**config.mk**
```make
export PLATFORM = sky130hd
export DESIGN_NAME = cpw_top
export DESIGN_NICKNAME = d
export VERILOG_FILES = /design/src/include/cpw_pkg.sv /design/src/include/cpw_tb_if.sv /design/src/hdl/cpw_top.sv /design/src/hdl/cpw_timebase.sv /design/src/hdl/cpw_channel.sv
export VERILOG_INCLUDE_DIRS = /design/src /design/src/include
export SDC_FILE = /design/constraint.sdc
export NUM_CORES = 1
export LEC_CHECK = 0
export BUFFER_PORTS_ARGS = -buffer_cell sky130_fd_sc_hd__buf_4
export CAP_MARGIN = 15
export CORE_AREA = 2 2 135 137
export CTS_BUF_LIST = sky130_fd_sc_hd__clkbuf_8
export DETAILED_ROUTE_END_ITERATION = 8
export DIE_AREA = 0 0 137 139
export PLACE_DENSITY = 0.6
export SETUP_SLACK_MARGIN = 0.5
export SLEW_MARGIN = 0
export SYNTH_ARGS = -nofsm -noshare
export SYNTH_HDL_FRONTEND = slang
export SYNTH_SLANG_ARGS = --single-unit
```
**constraint.sdc**
```tcl
create_clock -name CLK -period 4 [get_ports CLK]
set_clock_uncertainty 0.2 [all_clocks]
set_input_delay 1.2 -clock CLK [delete_from_list [all_inputs] [get_ports CLK]]
set_output_delay 1.2 -clock CLK [all_outputs]
set_load 0.1 [all_outputs]
```
**src/include/cpw_cfg.svh**
```systemverilog
`ifndef CPW_CFG_SVH
`define CPW_CFG_SVH
// Overview of operation
// - Period is (period limit + 1) x 4 system clocks x prescale factor.
// - Timer equal to period limit is cleared on the next increment.
// - Each period start drives the pin high unless duty is zero.
// - Each period start copies the written duty into the shadow buffer.
// - Timer postscaler never alters the modulation period.
// - Duty is 10 bits: duty write byte on top, control bits 5:4 below.
// - Pin clears when shadow duty equals timer extended by two phase bits.
// - Duty writes are accepted anytime and take effect next period.
// - In modulation mode the shadow duty reads back and ignores writes.
// - Shadow byte plus a private 2-bit latch double-buffer the duty.
// - Duty longer than period keeps the pin high all period.
// - Timer prescaler divides by one, four or sixteen.
// - Open-drain select shares an address, visible only when select bit is one.
// - Clearing the unit control register forces the output latch low.

// Register offsets on the plain register port
`define CPW_A_CNT      4'h0
`define CPW_A_PER      4'h1
`define CPW_A_CTL      4'h2
`define CPW_B_CNT      4'h3
`define CPW_B_PER      4'h4
`define CPW_B_CTL      4'h5
`define CPW_DUTYL4     4'h6
`define CPW_DUTYH4     4'h7
`define CPW_DUTYL5     4'h8
`define CPW_DUTYH5     4'h9
`define CPW_UCTL4      4'hA
`define CPW_UCTL5      4'hB
`define CPW_SHARED     4'hC
`define CPW_TSEL       4'hD
`define CPW_PDIR       4'hE
// Field positions
`define CPW_TB_ON      2
`define CPW_CKPS_HI    1
`define CPW_CKPS_LO    0
`define CPW_OPS_HI     6
`define CPW_OPS_LO     3
`define CPW_DCB_HI     5
`define CPW_DCB_LO     4
`define CPW_MODE_HI    3
`define CPW_MODE_LO    2
`define CPW_SHARED_SEL 4
`define CPW_OD4        3
`define CPW_OD5        4
// Write masks, reset values and codes
`define CPW_TCTL_MASK  8'h7F
`define CPW_UCTL_MASK  8'h3F
`define CPW_OD_MASK    8'h1F
`define CPW_SH_MASK    8'h10
`define CPW_TSEL_MASK  8'h03
`define CPW_PDIR_MASK  8'h03
`define CPW_PDIR_RST   8'h03
`define CPW_ZERO8      8'h00
`define CPW_ZERO10     10'h000
`define CPW_PWM_CODE   2'h3
`define CPW_Q_LAST     2'h3
`define CPW_PRE1_LAST  4'h0
`define CPW_PRE4_LAST  4'h3
`define CPW_PRE16_LAST 4'hF
`endif

```
**src/include/cpw_pkg.sv**
```systemverilog
`include "cpw_cfg.svh"
package cpw_pkg;
    typedef enum logic [2:0] {
        CPW_IDLE = 3'b001,
        CPW_HIGH = 3'b010,
        CPW_LOW  = 3'b100
    } cpw_out_state_t;
    typedef logic [3:0] cpw_addr_t;
    typedef logic [7:0] cpw_byte_t;

    // Joins the duty byte with the two fraction bits of a unit control value
    function automatic logic [9:0] cpw_duty10(input cpw_byte_t low, input cpw_byte_t ctl);
        cpw_duty10 = {low, ctl[`CPW_DCB_HI:`CPW_DCB_LO]};
    endfunction

    // True when a unit control value selects modulation mode
    function automatic logic cpw_is_pwm(input cpw_byte_t ctl);
        cpw_is_pwm = (ctl[`CPW_MODE_HI:`CPW_MODE_LO] == `CPW_PWM_CODE);
    endfunction
endpackage

```
**src/include/cpw_tb_if.sv**
```systemverilog
`timescale 1ns/1ns
`default_nettype none
interface cpw_tb_if;
    logic [7:0] count;
    logic [1:0] frac;
    logic       start;
    logic       on;
    modport src (output count, frac, start, on);
    modport snk (input count, frac, start, on);
endinterface
`default_nettype wire

```
**src/hdl/cpw_top.sv**
```systemverilog
// The placing of the registers and the strobed register port are this design's own decisions.
`timescale 1ns/1ns
`default_nettype none
`include "cpw_cfg.svh"
module cpw_top (
    input  wire logic                CLK,
    input  wire logic                SRST,
    input  wire cpw_pkg::cpw_addr_t  ADDR,
    input  wire cpw_pkg::cpw_byte_t  WDATA,
    input  wire logic                WR,
    input  wire logic                RD,
    output cpw_pkg::cpw_byte_t       RDATA,
    output logic                     PIN4_OUT,
    output logic                     PIN4_OE_N,
    output logic                     PIN5_OUT,
    output logic                     PIN5_OE_N,
    output logic                     TB_A_POST,
    output logic                     TB_B_POST
);
    import cpw_pkg::*;

    cpw_byte_t period_limit_a;
    cpw_byte_t period_limit_b;
    cpw_byte_t time_base_ctrl_a;
    cpw_byte_t time_base_ctrl_b;
    cpw_byte_t duty_write_reg4;
    cpw_byte_t duty_write_reg5;
    cpw_byte_t unit_control_reg4;
    cpw_byte_t unit_control_reg5;
    cpw_byte_t open_drain_ctrl;
    cpw_byte_t shared_address_ctrl;
    cpw_byte_t unit_timer_sel;
    cpw_byte_t port_direction_reg;
    cpw_byte_t duty_shadow_reg4;
    cpw_byte_t duty_shadow_reg5;
    cpw_byte_t next_rdata;
    logic [1:0] frac4;
    logic [1:0] frac5;
    logic       out4;
    logic       out5;
    logic       wr_cnt_a;
    logic       wr_cnt_b;
    logic       shared_sel;
    logic       act4;
    logic       match4;

    cpw_tb_if tb_a ();
    cpw_tb_if tb_b ();
    cpw_tb_if tb_u4 ();
    cpw_tb_if tb_u5 ();

    assign shared_sel = shared_address_ctrl[`CPW_SHARED_SEL];
    assign wr_cnt_a   = WR && (ADDR == `CPW_A_CNT);
    assign wr_cnt_b   = WR && (ADDR == `CPW_B_CNT);

    // Two selectable time bases
    cpw_timebase u_tb_a (
        .clk          (CLK),
        .srst         (SRST),
        .period_limit (period_limit_a),
        .ctrl         (time_base_ctrl_a),
        .cnt_wr       (wr_cnt_a),
        .cnt_wdata    (WDATA),
        .post_evt     (TB_A_POST),
        .tb           (tb_a.src)
    );

    cpw_timebase u_tb_b (
        .clk          (CLK),
        .srst         (SRST),
        .period_limit (period_limit_b),
        .ctrl         (time_base_ctrl_b),
        .cnt_wr       (wr_cnt_b),
        .cnt_wdata    (WDATA),
        .post_evt     (TB_B_POST),
        .tb           (tb_b.src)
    );

    // Route the selected time base to each unit
    assign tb_u4.count = unit_timer_sel[0] ? tb_b.count : tb_a.count;
    assign tb_u4.frac  = unit_timer_sel[0] ? tb_b.frac  : tb_a.frac;
    assign tb_u4.start = unit_timer_sel[0] ? tb_b.start : tb_a.start;
    assign tb_u4.on    = unit_timer_sel[0] ? tb_b.on    : tb_a.on;
    assign tb_u5.count = unit_timer_sel[1] ? tb_b.count : tb_a.count;
    assign tb_u5.frac  = unit_timer_sel[1] ? tb_b.frac  : tb_a.frac;
    assign tb_u5.start = unit_timer_sel[1] ? tb_b.start : tb_a.start;
    assign tb_u5.on    = unit_timer_sel[1] ? tb_b.on    : tb_a.on;

    // Two modulation units
    cpw_channel u_ch4 (
        .clk          (CLK),
        .srst         (SRST),
        .ctl          (unit_control_reg4),
        .duty_low     (duty_write_reg4),
        .shadow_wr    (WR && ADDR == `CPW_DUTYH4),
        .shadow_wdata (WDATA),
        .duty_shadow  (duty_shadow_reg4),
        .duty_frac    (frac4),
        .pwm_out      (out4),
        .tb           (tb_u4.snk)
    );

    cpw_channel u_ch5 (
        .clk          (CLK),
        .srst         (SRST),
        .ctl          (unit_control_reg5),
        .duty_low     (duty_write_reg5),
        .shadow_wr    (WR && ADDR == `CPW_DUTYH5),
        .shadow_wdata (WDATA),
        .duty_shadow  (duty_shadow_reg5),
        .duty_frac    (frac5),
        .pwm_out      (out5),
        .tb           (tb_u5.snk)
    );

    // Time base period and control registers
    always_ff @(posedge CLK) begin
        if (SRST) begin
            period_limit_a   <= `CPW_ZERO8;
            period_limit_b   <= `CPW_ZERO8;
            time_base_ctrl_a <= `CPW_ZERO8;
            time_base_ctrl_b <= `CPW_ZERO8;
        end else if (WR) begin
            if (ADDR == `CPW_A_PER && !shared_sel) begin
                period_limit_a <= WDATA;
            end
            if (ADDR == `CPW_B_PER) begin
                period_limit_b <= WDATA;
            end
            if (ADDR == `CPW_A_CTL) begin
                time_base_ctrl_a <= WDATA & `CPW_TCTL_MASK;
            end
            if (ADDR == `CPW_B_CTL) begin
                time_base_ctrl_b <= WDATA & `CPW_TCTL_MASK;
            end
        end
    end

    // Duty bytes and unit control registers, writable at any time
    always_ff @(posedge CLK) begin
        if (SRST) begin
            duty_write_reg4   <= `CPW_ZERO8;
            duty_write_reg5   <= `CPW_ZERO8;
            unit_control_reg4 <= `CPW_ZERO8;
            unit_control_reg5 <= `CPW_ZERO8;
        end else if (WR) begin
            if (ADDR == `CPW_DUTYL4) begin
                duty_write_reg4 <= WDATA;
            end
            if (ADDR == `CPW_DUTYL5) begin
                duty_write_reg5 <= WDATA;
            end
            if (ADDR == `CPW_UCTL4) begin
                unit_control_reg4 <= WDATA & `CPW_UCTL_MASK;
            end
            if (ADDR == `CPW_UCTL5) begin
                unit_control_reg5 <= WDATA & `CPW_UCTL_MASK;
            end
        end
    end

    // Open-drain select, shared-address select, timer routing and direction
    always_ff @(posedge CLK) begin
        if (SRST) begin
            open_drain_ctrl     <= `CPW_ZERO8;
            shared_address_ctrl <= `CPW_ZERO8;
            unit_timer_sel      <= `CPW_ZERO8;
            port_direction_reg  <= `CPW_PDIR_RST;
        end else if (WR) begin
            if (ADDR == `CPW_A_PER && shared_sel) begin
                open_drain_ctrl <= WDATA & `CPW_OD_MASK;
            end
            if (ADDR == `CPW_SHARED) begin
                shared_address_ctrl <= WDATA & `CPW_SH_MASK;
            end
            if (ADDR == `CPW_TSEL) begin
                unit_timer_sel <= WDATA & `CPW_TSEL_MASK;
            end
            if (ADDR == `CPW_PDIR) begin
                port_direction_reg <= WDATA & `CPW_PDIR_MASK;
            end
        end
    end

    // Read decode; unmapped offsets read zero
    always_comb begin
        unique case (ADDR)
            `CPW_A_CNT:  next_rdata = tb_a.count;
            `CPW_A_PER:  next_rdata = shared_sel ? open_drain_ctrl : period_limit_a;
            `CPW_A_CTL:  next_rdata = time_base_ctrl_a;
            `CPW_B_CNT:  next_rdata = tb_b.count;
            `CPW_B_PER:  next_rdata = period_limit_b;
            `CPW_B_CTL:  next_rdata = time_base_ctrl_b;
            `CPW_DUTYL4: next_rdata = duty_write_reg4;
            `CPW_DUTYH4: next_rdata = duty_shadow_reg4;
            `CPW_DUTYL5: next_rdata = duty_write_reg5;
            `CPW_DUTYH5: next_rdata = duty_shadow_reg5;
            `CPW_UCTL4:  next_rdata = unit_control_reg4;
            `CPW_UCTL5:  next_rdata = unit_control_reg5;
            `CPW_SHARED: next_rdata = shared_address_ctrl;
            `CPW_TSEL:   next_rdata = unit_timer_sel;
            `CPW_PDIR:   next_rdata = port_direction_reg;
            default:     next_rdata = `CPW_ZERO8;
        endcase
    end

    // Read data stands only in the cycle after the strobe
    always_ff @(posedge CLK) begin
        if (SRST) begin
            RDATA <= `CPW_ZERO8;
        end else begin
            RDATA <= RD ? next_rdata : `CPW_ZERO8;
        end
    end

    // Pin drivers; open-drain drives only the low level
    always_ff @(posedge CLK) begin
        if (SRST) begin
            PIN4_OUT  <= 1'b0;
            PIN4_OE_N <= 1'b1;
            PIN5_OUT  <= 1'b0;
            PIN5_OE_N <= 1'b1;
        end else begin
            PIN4_OUT  <= out4 && !open_drain_ctrl[`CPW_OD4];
            PIN4_OE_N <= port_direction_reg[0] || (out4 && open_drain_ctrl[`CPW_OD4]);
            PIN5_OUT  <= out5 && !open_drain_ctrl[`CPW_OD5];
            PIN5_OE_N <= port_direction_reg[1] || (out5 && open_drain_ctrl[`CPW_OD5]);
        end
    end

    // Checks on time base A, unit 4 and the register port
    assign act4   = cpw_is_pwm(unit_control_reg4) && tb_u4.on;
    assign match4 = ({duty_shadow_reg4, frac4} == {tb_u4.count, tb_u4.frac});
endmodule
`default_nettype wire

```
**src/hdl/cpw_timebase.sv**
```systemverilog
`timescale 1ns/1ns
`default_nettype none
`include "cpw_cfg.svh"
module cpw_timebase (
    input  wire logic                clk,
    input  wire logic                srst,
    input  wire cpw_pkg::cpw_byte_t  period_limit,
    input  wire cpw_pkg::cpw_byte_t  ctrl,
    input  wire logic                cnt_wr,
    input  wire cpw_pkg::cpw_byte_t  cnt_wdata,
    output logic                     post_evt,
    cpw_tb_if.src                    tb
);
    import cpw_pkg::*;
    logic [1:0] q_phase;
    logic [3:0] pre_cnt;
    logic [3:0] pre_last;
    logic [3:0] post_cnt;
    logic [7:0] count;
    logic       tick;

    // Prescale limit and fraction bits from the prescale field
    always_comb begin
        unique case (ctrl[`CPW_CKPS_HI:`CPW_CKPS_LO])
            2'h0: begin
                pre_last = `CPW_PRE1_LAST;
                tb.frac  = q_phase;
            end
            2'h1: begin
                pre_last = `CPW_PRE4_LAST;
                tb.frac  = pre_cnt[1:0];
            end
            2'h2, 2'h3: begin
                pre_last = `CPW_PRE16_LAST;
                tb.frac  = pre_cnt[3:2];
            end
        endcase
    end

    assign tb.on    = ctrl[`CPW_TB_ON];
    assign tb.count = count;
    assign tick     = tb.on && (q_phase == `CPW_Q_LAST) && (pre_cnt == pre_last);
    assign tb.start = tick && (count == period_limit);

    // Quarter-cycle phase of the instruction cycle
    always_ff @(posedge clk) begin
        if (srst) begin
            q_phase <= 2'h0;
        end else begin
            q_phase <= q_phase + 2'h1;
        end
    end

    // Prescaler, cleared by a counter write
    always_ff @(posedge clk) begin
        if (srst || cnt_wr) begin
            pre_cnt <= 4'h0;
        end else if (tb.on && q_phase == `CPW_Q_LAST) begin
            pre_cnt <= (pre_cnt == pre_last) ? 4'h0 : pre_cnt + 4'h1;
        end
    end

    // Timer counter
    always_ff @(posedge clk) begin
        if (srst) begin
            count <= `CPW_ZERO8;
        end else if (cnt_wr) begin
            count <= cnt_wdata;
        end else if (tick) begin
            count <= tb.start ? `CPW_ZERO8 : count + 8'h01;
        end
    end

    // Postscaler only paces its own event output
    always_ff @(posedge clk) begin
        if (srst) begin
            post_cnt <= 4'h0;
            post_evt <= 1'b0;
        end else begin
            post_evt <= 1'b0;
            if (tb.start) begin
                if (post_cnt == ctrl[`CPW_OPS_HI:`CPW_OPS_LO]) begin
                    post_cnt <= 4'h0;
                    post_evt <= 1'b1;
                end else begin
                    post_cnt <= post_cnt + 4'h1;
                end
            end
        end
    end
endmodule
`default_nettype wire

```
**src/hdl/cpw_channel.sv**
```systemverilog
`timescale 1ns/1ns
`default_nettype none
`include "cpw_cfg.svh"
module cpw_channel (
    input  wire logic                clk,
    input  wire logic                srst,
    input  wire cpw_pkg::cpw_byte_t  ctl,
    input  wire cpw_pkg::cpw_byte_t  duty_low,
    input  wire logic                shadow_wr,
    input  wire cpw_pkg::cpw_byte_t  shadow_wdata,
    output cpw_pkg::cpw_byte_t       duty_shadow,
    output logic [1:0]               duty_frac,
    output logic                     pwm_out,
    cpw_tb_if.snk                    tb
);
    import cpw_pkg::*;
    cpw_out_state_t state;
    cpw_out_state_t next_state;
    logic           active;
    logic           hit;

    assign active = cpw_is_pwm(ctl) && tb.on;
    assign hit    = ({duty_shadow, duty_frac} == {tb.count, tb.frac});

    // Output drops in the very cycle the timer reaches the duty, so high time is exactly duty
    assign pwm_out = (state == CPW_HIGH) && !hit;

    // Shadow duty byte and private fraction latch
    always_ff @(posedge clk) begin
        if (srst) begin
            duty_shadow <= `CPW_ZERO8;
            duty_frac   <= 2'h0;
        end else if (active && tb.start) begin
            duty_shadow <= duty_low;
            duty_frac   <= ctl[`CPW_DCB_HI:`CPW_DCB_LO];
        end else if (shadow_wr && !cpw_is_pwm(ctl)) begin
            duty_shadow <= shadow_wdata;
        end
    end

    // Output sequencing
    always_comb begin
        next_state = state;
        if (!active) begin
            next_state = CPW_IDLE;
        end else if (tb.start) begin
            next_state = (cpw_duty10(duty_low, ctl) == `CPW_ZERO10) ? CPW_LOW : CPW_HIGH;
        end else if (state == CPW_HIGH && hit) begin
            next_state = CPW_LOW;
        end
    end

    always_ff @(posedge clk) begin
        if (srst) begin
            state <= CPW_IDLE;
        end else begin
            state <= next_state;
        end
    end
endmodule
`default_nettype wire

```
==> impl_metrics.csv, run 1 <==
group,metric,value,unit
worst_setup_path,arrival,3.04,ns
worst_setup_path,critPathCaptureType,"register",
outcome,status,"finished clean",
layout,antennaDiodeCount,0,
logic_synthesis,synth_top_flop_cell,"dfxtp_1",
routing,num_vias,7062,
layout,fillCellCount,1758,
logic_synthesis,ys_seq_area_share,37.09,%
layout,final_cell_area,0.008457,sq mm
logic_synthesis,synth_top_area_share,37.09,%
clock_tree,cts_buffer_depth,2,
place,place_area,0.008108,sq mm
place,preCtsSetupSlack,0.7982,ns
worst_hold_path,hp-class,"register to register",
sta,setup_violations,0,
worst_setup_path,path_class,"register to register",
sta,rsz0062_at_grt,"no",
logic_synthesis,synth_compound_area_share,17.53,%
global_routing,grt_max_degree,50,
routing,wl,24860,um
floorplan,fp.dieH,139,um
sta,fmax,343.9,MHz
layout,layout-drive-gt1-share,11.25,%
logic_synthesis,syn_area,0.007772,sq mm
pwr,combPwrFrac,9.2,%
sta,setup_ws,1.092,ns
clock_tree,cts_tree,"built",
routing,wl_per_cell,21.23,um
floorplan,start_util,44.02,%
logic_synthesis,yosys.area.top_type,"dfxtp_1",
sta,slew_headroom,48.75,%
pwr,p_leak,3.191,nW
routing,firstDrtPassIters,6,
logic_synthesis,ys_types,56,
routing,antenna_left,0,
floorplan,core,0.01766,sq mm
logic_synthesis,synthSimpleGateAreaFrac,20.41,%
place,io_buffers,29,
logic_synthesis,synth_top_family_by_area,"simple AND/OR/NAND/NOR gates",
clock_tree,cts_root_buffer,"clkbuf_8",
clock_tree,clkSinkCount,144,
clock_tree,cts_buffers,17,
floorplan,die_area,0.01904,sq mm
sta,period_share,72.70,%
logic_synthesis,avgSynthCellArea,8.322,sq um
pwr,netSwitchingFraction,26.82,%
routing,drt-initial-drc-count,732,
pwr,power.internal,2.025,mW
logic_synthesis,synthMuxAreaShare,12.62,%
logic_synthesis,ys_ff_latch,144,
sta,hold_viol_final,0,
routing,route.detailed.drc,0,
logic_synthesis,ys_top_cells_by_area,"dfxtp_1 (37%), mux2i_1 (9.1%), nor2_1 (5.3%)",
routing,via_per_inst,6.031,
floorplan,ios,30,
sta,tightest_slew,0.7677,ns
place,dp_hpwl,17640,um
pwr,ir_worst_vdd,0.2295,mV
sta,drv_slew,0,
worst_setup_path,path_max_fanout,10,
logic_synthesis,synthAdderAreaFrac,1.932,%
clock_tree,clk_pin_slew,0.07,ns
pwr,seqPwrFrac,53.5,%
clock_tree,ctsResizeCount,0,
logic_synthesis,yosys_warnings,0,
sta,min_period,2.908,ns
place,gp_congestion,0.9685,
layout,area_growth,8.806,%
clock_tree,cts-htree-levels,4,
global_routing,grtUsageTotal,26.58,%
logic_synthesis,synth-edff-count,0,
global_routing,grt_pass1_vias,6416,
clock_tree,cts_setup_buffers,0,
worst_setup_path,worst-endpoint-required,4.13,ns
floorplan,die_width,137,um
pwr,power_density,327.2,mW/mm^2
logic_synthesis,synth_fp_nets,962,
job,maxCapViolations,0,
pwr,clock_power_share,37.4,%
global_routing,overflow,0,
global_routing,grt_pass1_wl,38300,um
logic_synthesis,syn-instance-count,934,
global_routing,antenna_found_initial,1,
floorplan,rows,49,
logic_synthesis,synthXorXnorAreaFrac,6.310,%
clock_tree,hold_buffers,0,
logic_synthesis,synth-async-reset-ratio,0,%
layout,final_nets,957,
worst_setup_path,setup.worst_path.start_class,"register",
clock_tree,clkLatencyLatePin,0.46,ns
pwr,p_sw,742.0,uW
sta,fin_tns_setup,0,ns
## final cells by class
cell class                      instances  area, sq um  share of cell area [%]
Clock buffer                           22        302.8                   3.580
Sequential cell                       144         2883                   34.09
Tap cell                              229        286.5                   3.388
Inverter                                8        30.03                  0.3551
Multi-Input combinational cell        713         4571                   54.05
Clock inverter                         10        46.29                  0.5474
Timing Repair Buffer                   45        337.8                   3.995
## cell usage in the layout, fill, tap and decap left out, drive strengths merged, types with 22 or more instances in the layout
cell	Yosys	layout
dfxtp	144	144
clkbuf	58	22
a21oi	73	73
nand2	88	88
nor2	109	109
o21ai	66	66
buf	11	45
xor2	24	24
nand3	27	27
mux2i	71	71
mux2	22	22
xnor2	32	32
## logic make-up after synthesis
family,after synthesis
simple gates,332
compound gates,219
flops,144
mux,94
buf+inv,77
xor+xnor,56
fa+ha+maj,12
## routing by layer
layer / wire (um) / part of all wire, % / GRT usage [%]
met5: 13 / 0.052 / 0
met4: 883 / 3.6 / 10.15
met3: 2200 / 8.8 / 8.114
met2: 10880 / 44 / 38.83
met1: 10880 / 44 / 36.56
## path summary, 6_finish.rpt
kind / from / to / slack, ns / cells after the start
max: time_base_ctrl_a[1] / u_ch5.duty_shadow[4] / 1.09 / 7
min: u_tb_b.q_phase[0] / u_tb_b.q_phase[0] / 0.25 / 1
max reg2reg: time_base_ctrl_a[1] / u_ch5.duty_shadow[4] / 1.09 / 7
min reg2reg: u_tb_b.q_phase[0] / u_tb_b.q_phase[0] / 0.25 / 1
## power groups by stage
stage | clock network (mW) | registers [mW] | logic (mW)
after floorplan | 0 | 1.50 | 0.168
after global placement | 0 | 1.51 | 0.249
after detailed placement | 0 | 1.51 | 0.250
after CTS | 1.05 | 1.48 | 0.250
after global routing | 1.12 | 1.48 | 0.274
final | 1.03 | 1.48 | 0.254
## per-stage QoR
stage / hold WS [ns] / utilization (%) / total power, mW / instances
floorplan: 0.2122 / - / 1.670 / 934
global placement: 0.2297 / 45.92 / 1.760 / 1139
detailed placement: 0.2345 / 45.92 / 1.761 / 1139
CTS: 0.2514 / 47.90 / 2.781 / 1171
global route: 0.2839 / 47.90 / 2.874 / 1171
finish: 0.2532 / 47.90 / 2.767 / 1171
## critical path, cell delays in order (launching register included)
cell and delay (ns):
dfxtp_1 0.44, or4_4 0.57, a2111o_1 0.59, nor4_2 0.44, o21bai_1 0.12, buf_4 0.21
mux2i_1 0.16, nor2_1 0.05
## Yosys cell counts, types with 19 or more instances
master    instances
dfxtp_1         144
nor2_1          109
nand2_1          88
a21oi_1          73
mux2i_1          71
o21ai_0          66
clkbuf_1         58
xnor2_1          32
nand3_1          27
xor2_1           24
mux2_2           22
nor2b_1          19
Note: power is estimated with default switching activity, not from simulation.
==> run 2, diff against run 1 <==
- clock period: 4 -> 2.8 ns (I/O delays scaled with it)
==> impl_metrics.csv, run 2 (same netlist as run 1, synthesis figures left out) <==
group,metric,value,unit
floorplan,start_util,44.02,%
worst_setup_path,critPathCaptureType,"register",
sta,rsz0062_at_grt,"yes",
pwr,p_leak,3.525,nW
clock_tree,cts_buffer_depth,2,
clock_tree,clkSinkCount,144,
worst_setup_path,path_max_fanout,10,
routing,antenna_left,0,
sta,slew_headroom,57.05,%
worst_setup_path,arrival,2.66,ns
clock_tree,cts_root_buffer,"clkbuf_8",
global_routing,grtUsageTotal,27.74,%
place,gp_congestion,0.9848,
layout,layout-drive-gt1-share,21.61,%
pwr,ir_worst_vdd,0.3438,mV
floorplan,ios,30,
routing,wl,26370,um
clock_tree,cts-htree-levels,4,
layout,antennaDiodeCount,0,
routing,num_vias,7293,
global_routing,grt_pass1_vias,6656,
global_routing,grt_pass1_wl,39500,um
layout,final_nets,1010,
worst_setup_path,worst-endpoint-required,2.94,ns
outcome,status,"finished clean",
layout,final_cell_mix,"dfxtp_1 (131), nor2_1 (102), buf_4 (84), nand2_1 (82), a21oi_1 (72)",
worst_setup_path,path_class,"register to register",
routing,wl_per_cell,21.54,um
routing,drt-initial-drc-count,687,
sta,hold_viol_final,0,
sta,setup_violations,0,
routing,via_per_inst,5.958,
layout,final_common_cell,"dfxtp_1",
sta,tightest_slew,0.6404,ns
place,preCtsSetupSlack,0.2051,ns
layout,fillCellCount,1713,
global_routing,grt_max_degree,52,
worst_setup_path,setup.worst_path.start_class,"register",
layout,fin_cells,1224,
clock_tree,cts_tree,"built",
pwr,power_density,460.4,mW/mm^2
global_routing,antenna_found_initial,0,
clock_tree,clkLatencyLatePin,0.48,ns
place,io_buffers,29,
place,dp_hpwl,18180,um
worst_hold_path,hp-class,"register to register",
clock_tree,clk_pin_slew,0.08,ns
floorplan,fp.dieH,139,um
sta,fin_tns_setup,0,ns
floorplan,die_area,0.01904,sq mm
floorplan,core,0.01766,sq mm
layout,area_growth,19.51,%
sta,drv_slew,0,
global_routing,overflow,0,
sta,period_share,89.85,%
sta,min_period,2.516,ns
routing,firstDrtPassIters,5,
place,placed_cells,1170,
floorplan,rows,49,
layout,final_util,52.61,%
routing,route.detailed.drc,0,
floorplan,die_width,137,um
pwr,fin_total_pwr,4.276,mW
clock_tree,cts_buffers,17,
job,maxCapViolations,0,
sta,fmax,397.5,MHz
sta,setup_ws,0.2841,ns
[run 2: repair_timing]
action	in CTS	in global routing
hold buffers	0	0
endpoints found under the setup margin	47	54
resized for setup	28	48
gates cloned	0	1
pin swaps	25	38
hold endpoints to repair	0	0
buffers inserted	17	4
[run 2: worst max-delay path, cell delays in order (launching register included)]
cell,delay [ns]
dfxtp_2,0.33
or4_4,0.54
a2111o_2,0.56
nor4_4,0.24
o21bai_1,0.13
buf_6,0.17
mux2i_1,0.15
nor2_1,0.06
[run 2: cell type report]
class / instances / area [sq um] / area share [%]
Multi-Input combinational cell: 713 / 4862 / 52.34
Sequential cell: 144 / 2902 / 31.24
Timing Repair Buffer: 98 / 805.8 / 8.675
Tap cell: 229 / 286.5 / 3.085
Clock buffer: 17 / 234.0 / 2.519
Clock inverter: 15 / 168.9 / 1.818
Inverter: 8 / 30.03 / 0.3233
[run 2: final timing paths]
path,start,to,slack [ns],cells after the start
max,u_tb_a.pre_cnt[1],u_ch5.duty_shadow[1],0.28,7
min,u_tb_b.q_phase[0],u_tb_b.q_phase[0],0.25,1
max reg2reg,u_tb_a.pre_cnt[1],u_ch5.duty_shadow[1],0.28,7
min reg2reg,u_tb_b.q_phase[0],u_tb_b.q_phase[0],0.25,1
[run 2: power by group]
group          switching, mW  internal [mW]  leakage, nW  total (mW)
Clock                  0.864          0.874        0.201        1.74
Sequential            0.0366           2.07         1.17        2.11
Combinational          0.286          0.146         2.15       0.431
Total                   1.19           3.09         3.52        4.28
[run 2: metrics by stage]
stage	area (sq um)	hold slack, ns
2_1_floorplan	7916	0.2122
3_3_place_gp	8459	0.2272
3_5_place_dp	8459	0.2379
4_1_cts	9105	0.2526
5_1_grt	9289	0.2715
6_report	9289	0.2508
[run 2: metal layers]
layer	wire length, um	vias to the layer above	track usage [%]	part of all wire (%)
li1	-	3431	-	-
met1	11600	3482	37.95	44
met2	11680	310	41.29	44
met3	1998	70	6.469	7.6
met4	1085	0	12.48	4.1
met5	0	-	0	0
==> run 3, diff against run 2 <==
- ABC_AREA: not set -> 1
==> impl_metrics.csv, run 3 <==
group,metric,value,unit
pwr,power_density,481.3,mW/mm^2
logic_synthesis,ys_types,46,
sta,hold_viol_final,0,
place,io_buffers,29,
routing,via_per_inst,5.582,
floorplan,core,0.01766,sq mm
clock_tree,hold_buffers,0,
routing,wl,27400,um
routing,highest_layer,"met4",
clock_tree,cts-htree-levels,4,
logic_synthesis,avgSynthCellArea,6.760,sq um
sta,whs,0.2208,ns
logic_synthesis,synth-async-reset-ratio,0,%
worst_setup_path,worst-endpoint-required,1.76,ns
place,dp_hpwl,19630,um
sta,fmax,450.8,MHz
outcome,status,"finished clean",
floorplan,start_util,43.76,%
logic_synthesis,ys_ff_latch,144,
layout,regArea,0.002892,sq mm
layout,final_nets,1215,
worst_setup_path,arrival,1.18,ns
pwr,combPwrFrac,9.1,%
layout,layout-drive-gt1-share,13.25,%
sta,tightest_slew,0.7524,ns
clock_tree,cts_tree,"built",
logic_synthesis,yosys_warnings,0,
worst_setup_path,cpLargestDelayFamily,"flip-flops",
logic_synthesis,ys_seq_area_share,37.31,%
routing,route.detailed.drc,0,
logic_synthesis,syn-instance-count,1143,
global_routing,grt_pass1_wl,41580,um
layout,fin_cells,1429,
logic_synthesis,synth_top_flop_cell,"dfxtp_1",
routing,wl_per_cell,19.17,um
clock_tree,cts_buffer_depth,2,
worst_setup_path,path_class,"register to output pin",
sta,fin_tns_setup,0,ns
layout,multiInputGateArea,0.004188,sq mm
layout,antennaDiodeCount,0,
pwr,seqPwrFrac,49.6,%
global_routing,antenna_found_initial,0,
global_routing,grtUsageTotal,29.10,%
routing,num_vias,7977,
floorplan,die_area,0.01904,sq mm
global_routing,grt_max_degree,62,
worst_setup_path,slowest_stage,"dfxtp_1",
logic_synthesis,syn_area,0.007726,sq mm
clock_tree,cts_buffers,17,
sta,slew_headroom,49.46,%
logic_synthesis,synth_fp_nets,1171,
worst_setup_path,path_max_fanout,1,
clock_tree,cts_root_buffer,"clkbuf_8",
place,gp_congestion,1.015,
routing,drt-initial-drc-count,860,
clock_tree,clkLatencyLatePin,0.47,ns
clock_tree,clk_pin_slew,0.08,ns
worst_setup_path,setup.worst_path.start_class,"register",
pwr,ir_worst_vdd,0.2953,mV
routing,wl_met3,2504,um
floorplan,ios,30,
job,maxCapViolations,0,
global_routing,overflow,0,
routing,wl_met1,11940,um
floorplan,fp.dieH,139,um
global_routing,grt_pass1_vias,7125,
layout,final_common_cell,"nand2_1",
pwr,p_leak,3.660,nW
worst_setup_path,slowest_delay,0.39,ns
logic_synthesis,synth_top_area_share,37.31,%
sta,rsz0062_at_grt,"yes",
logic_synthesis,synth-edff-count,0,
pwr,clock_power_share,41.4,%
layout,area_growth,14.09,%
layout,fillCellCount,1811,
logic_synthesis,synth_common_cells,"nand2_1 (284), dfxtp_1 (144), inv_1 (120)",
worst_setup_path,path_cells,"buf_4",
sta,min_period,2.218,ns
pwr,netSwitchingFraction,27.35,%
routing,firstDrtPassIters,8,
routing,wl_met2,11720,um
floorplan,rows,49,
routing,antenna_left,0,
worst_hold_path,hp-class,"register to register",
pwr,p_sw,1.160,mW
worst_setup_path,critPathCaptureType,"output pin",
layout,final_cell_mix,"nand2_1 (282), dfxtp_1 (139), inv_1 (119), nand3_1 (94), a21oi_1 (91)",
logic_synthesis,ys_top_cells_by_area,"dfxtp_1 (37%), nand2_1 (14%), nand3_1 (6.1%)",
sta,drv_slew,0,
clock_tree,clkSinkCount,144,
sta,period_share,79.22,%
sta,setup_violations,0,
place,placed_cells,1385,
logic_synthesis,yosys.area.top_type,"dfxtp_1",
pwr,power.internal,3.082,mW
logic_synthesis,synth_most_common_cell,"nand2_1",
floorplan,die_width,137,um
worst_setup_path,worst-path-buf-inv,1,
run 3: changes by cell type after synthesis, sizes merged, moves of 22 or more:
cell,before,now
xnor2,32,1
nand3,27,96
mux2,22,0
o22ai,1,23
mux2i,71,0
nand2,88,292
clkbuf,58,24
o21ai,66,90
inv,8,134
run 3: timing repair:
action,CTS,global route
buffers inserted,1,7
pin swaps,2,5
cloned,0,4
resized for setup,4,15
endpoints found under the setup margin,20,26
run 3: logic make-up after synthesis:
family	after synthesis	share of synthesized area [%]
flip-flops	144	37.31
buffers and inverters	180	9.344
AND/OR/NAND/NOR	534	30.67
adder cells (fa/ha/maj)	12	1.943
AO/OA/AOI/OAI	239	16.87
XOR/XNOR	34	3.854
run 3: power groups by stage:
stage	logic [mW]	clock network (mW)	registers [mW]
after floorplan	0.228	0	2.15
after global placement	0.371	0	2.15
after detailed placement	0.372	0	2.15
after CTS	0.374	1.78	2.10
after global routing	0.415	1.88	2.11
final	0.385	1.75	2.10
run 3: stage by stage:
| stage | cell area, sq um | setup WS, ns | power (mW) | utilization [%] |
|---|---|---|---|---|
| 3_3_place_gp | 8243 | 0.1960 | 2.521 | 46.68 |
| 5_1_grt | 8815 | 0.4642 | 4.400 | 49.92 |
| 6_report | 8815 | 0.5819 | 4.242 | 49.92 |
| 4_1_cts | 8681 | 0.5044 | 4.258 | 49.16 |
| 2_1_floorplan | 7726 | 0.6334 | 2.377 | - |
| 3_5_place_dp | 8243 | 0.2195 | 2.522 | 46.68 |
run 3: final cells by class:
class | instances | share of cell area [%]
clock buffer | 18 | 2.811
clock inverter | 14 | 1.888
inverter | 136 | 5.905
multi-input combinational | 821 | 47.51
sequential | 144 | 32.80
tap | 229 | 3.251
timing repair buffer | 65 | 5.720
timing repair inverter | 2 | 0.1136
run 3: layer usage:
layer | GRT usage, % | vias up
met5 | 0 | -
li1 | - | 3843
met3 | 7.456 | 84
met1 | 39.46 | 3642
met4 | 12.64 | 0
met2 | 43.47 | 408
run 3: path summary, 6_finish.rpt:
path                            cells past startpoint                start                    to  slack [ns]
worst min register to register                      1    u_tb_b.q_phase[0]     u_tb_b.q_phase[0]        0.22
worst min-delay path                                1    u_tb_b.q_phase[0]     u_tb_b.q_phase[0]        0.22
worst max-delay path                                1             RDATA[5]              RDATA[5]        0.58
worst max register to register                     10  time_base_ctrl_b[1]  u_ch5.duty_shadow[7]        0.59
run 3: worst reg2reg max path, delay by kind of cell, from the launching register on:
family / cells / cell delay (ns)
AND/OR/NAND/NOR: 7 / 1.00
buffers and inverters: 1 / 0.17
adder cells (fa/ha/maj): 1 / 0.23
flip-flops: 1 / 0.38
AO/OA/AOI/OAI: 1 / 0.11
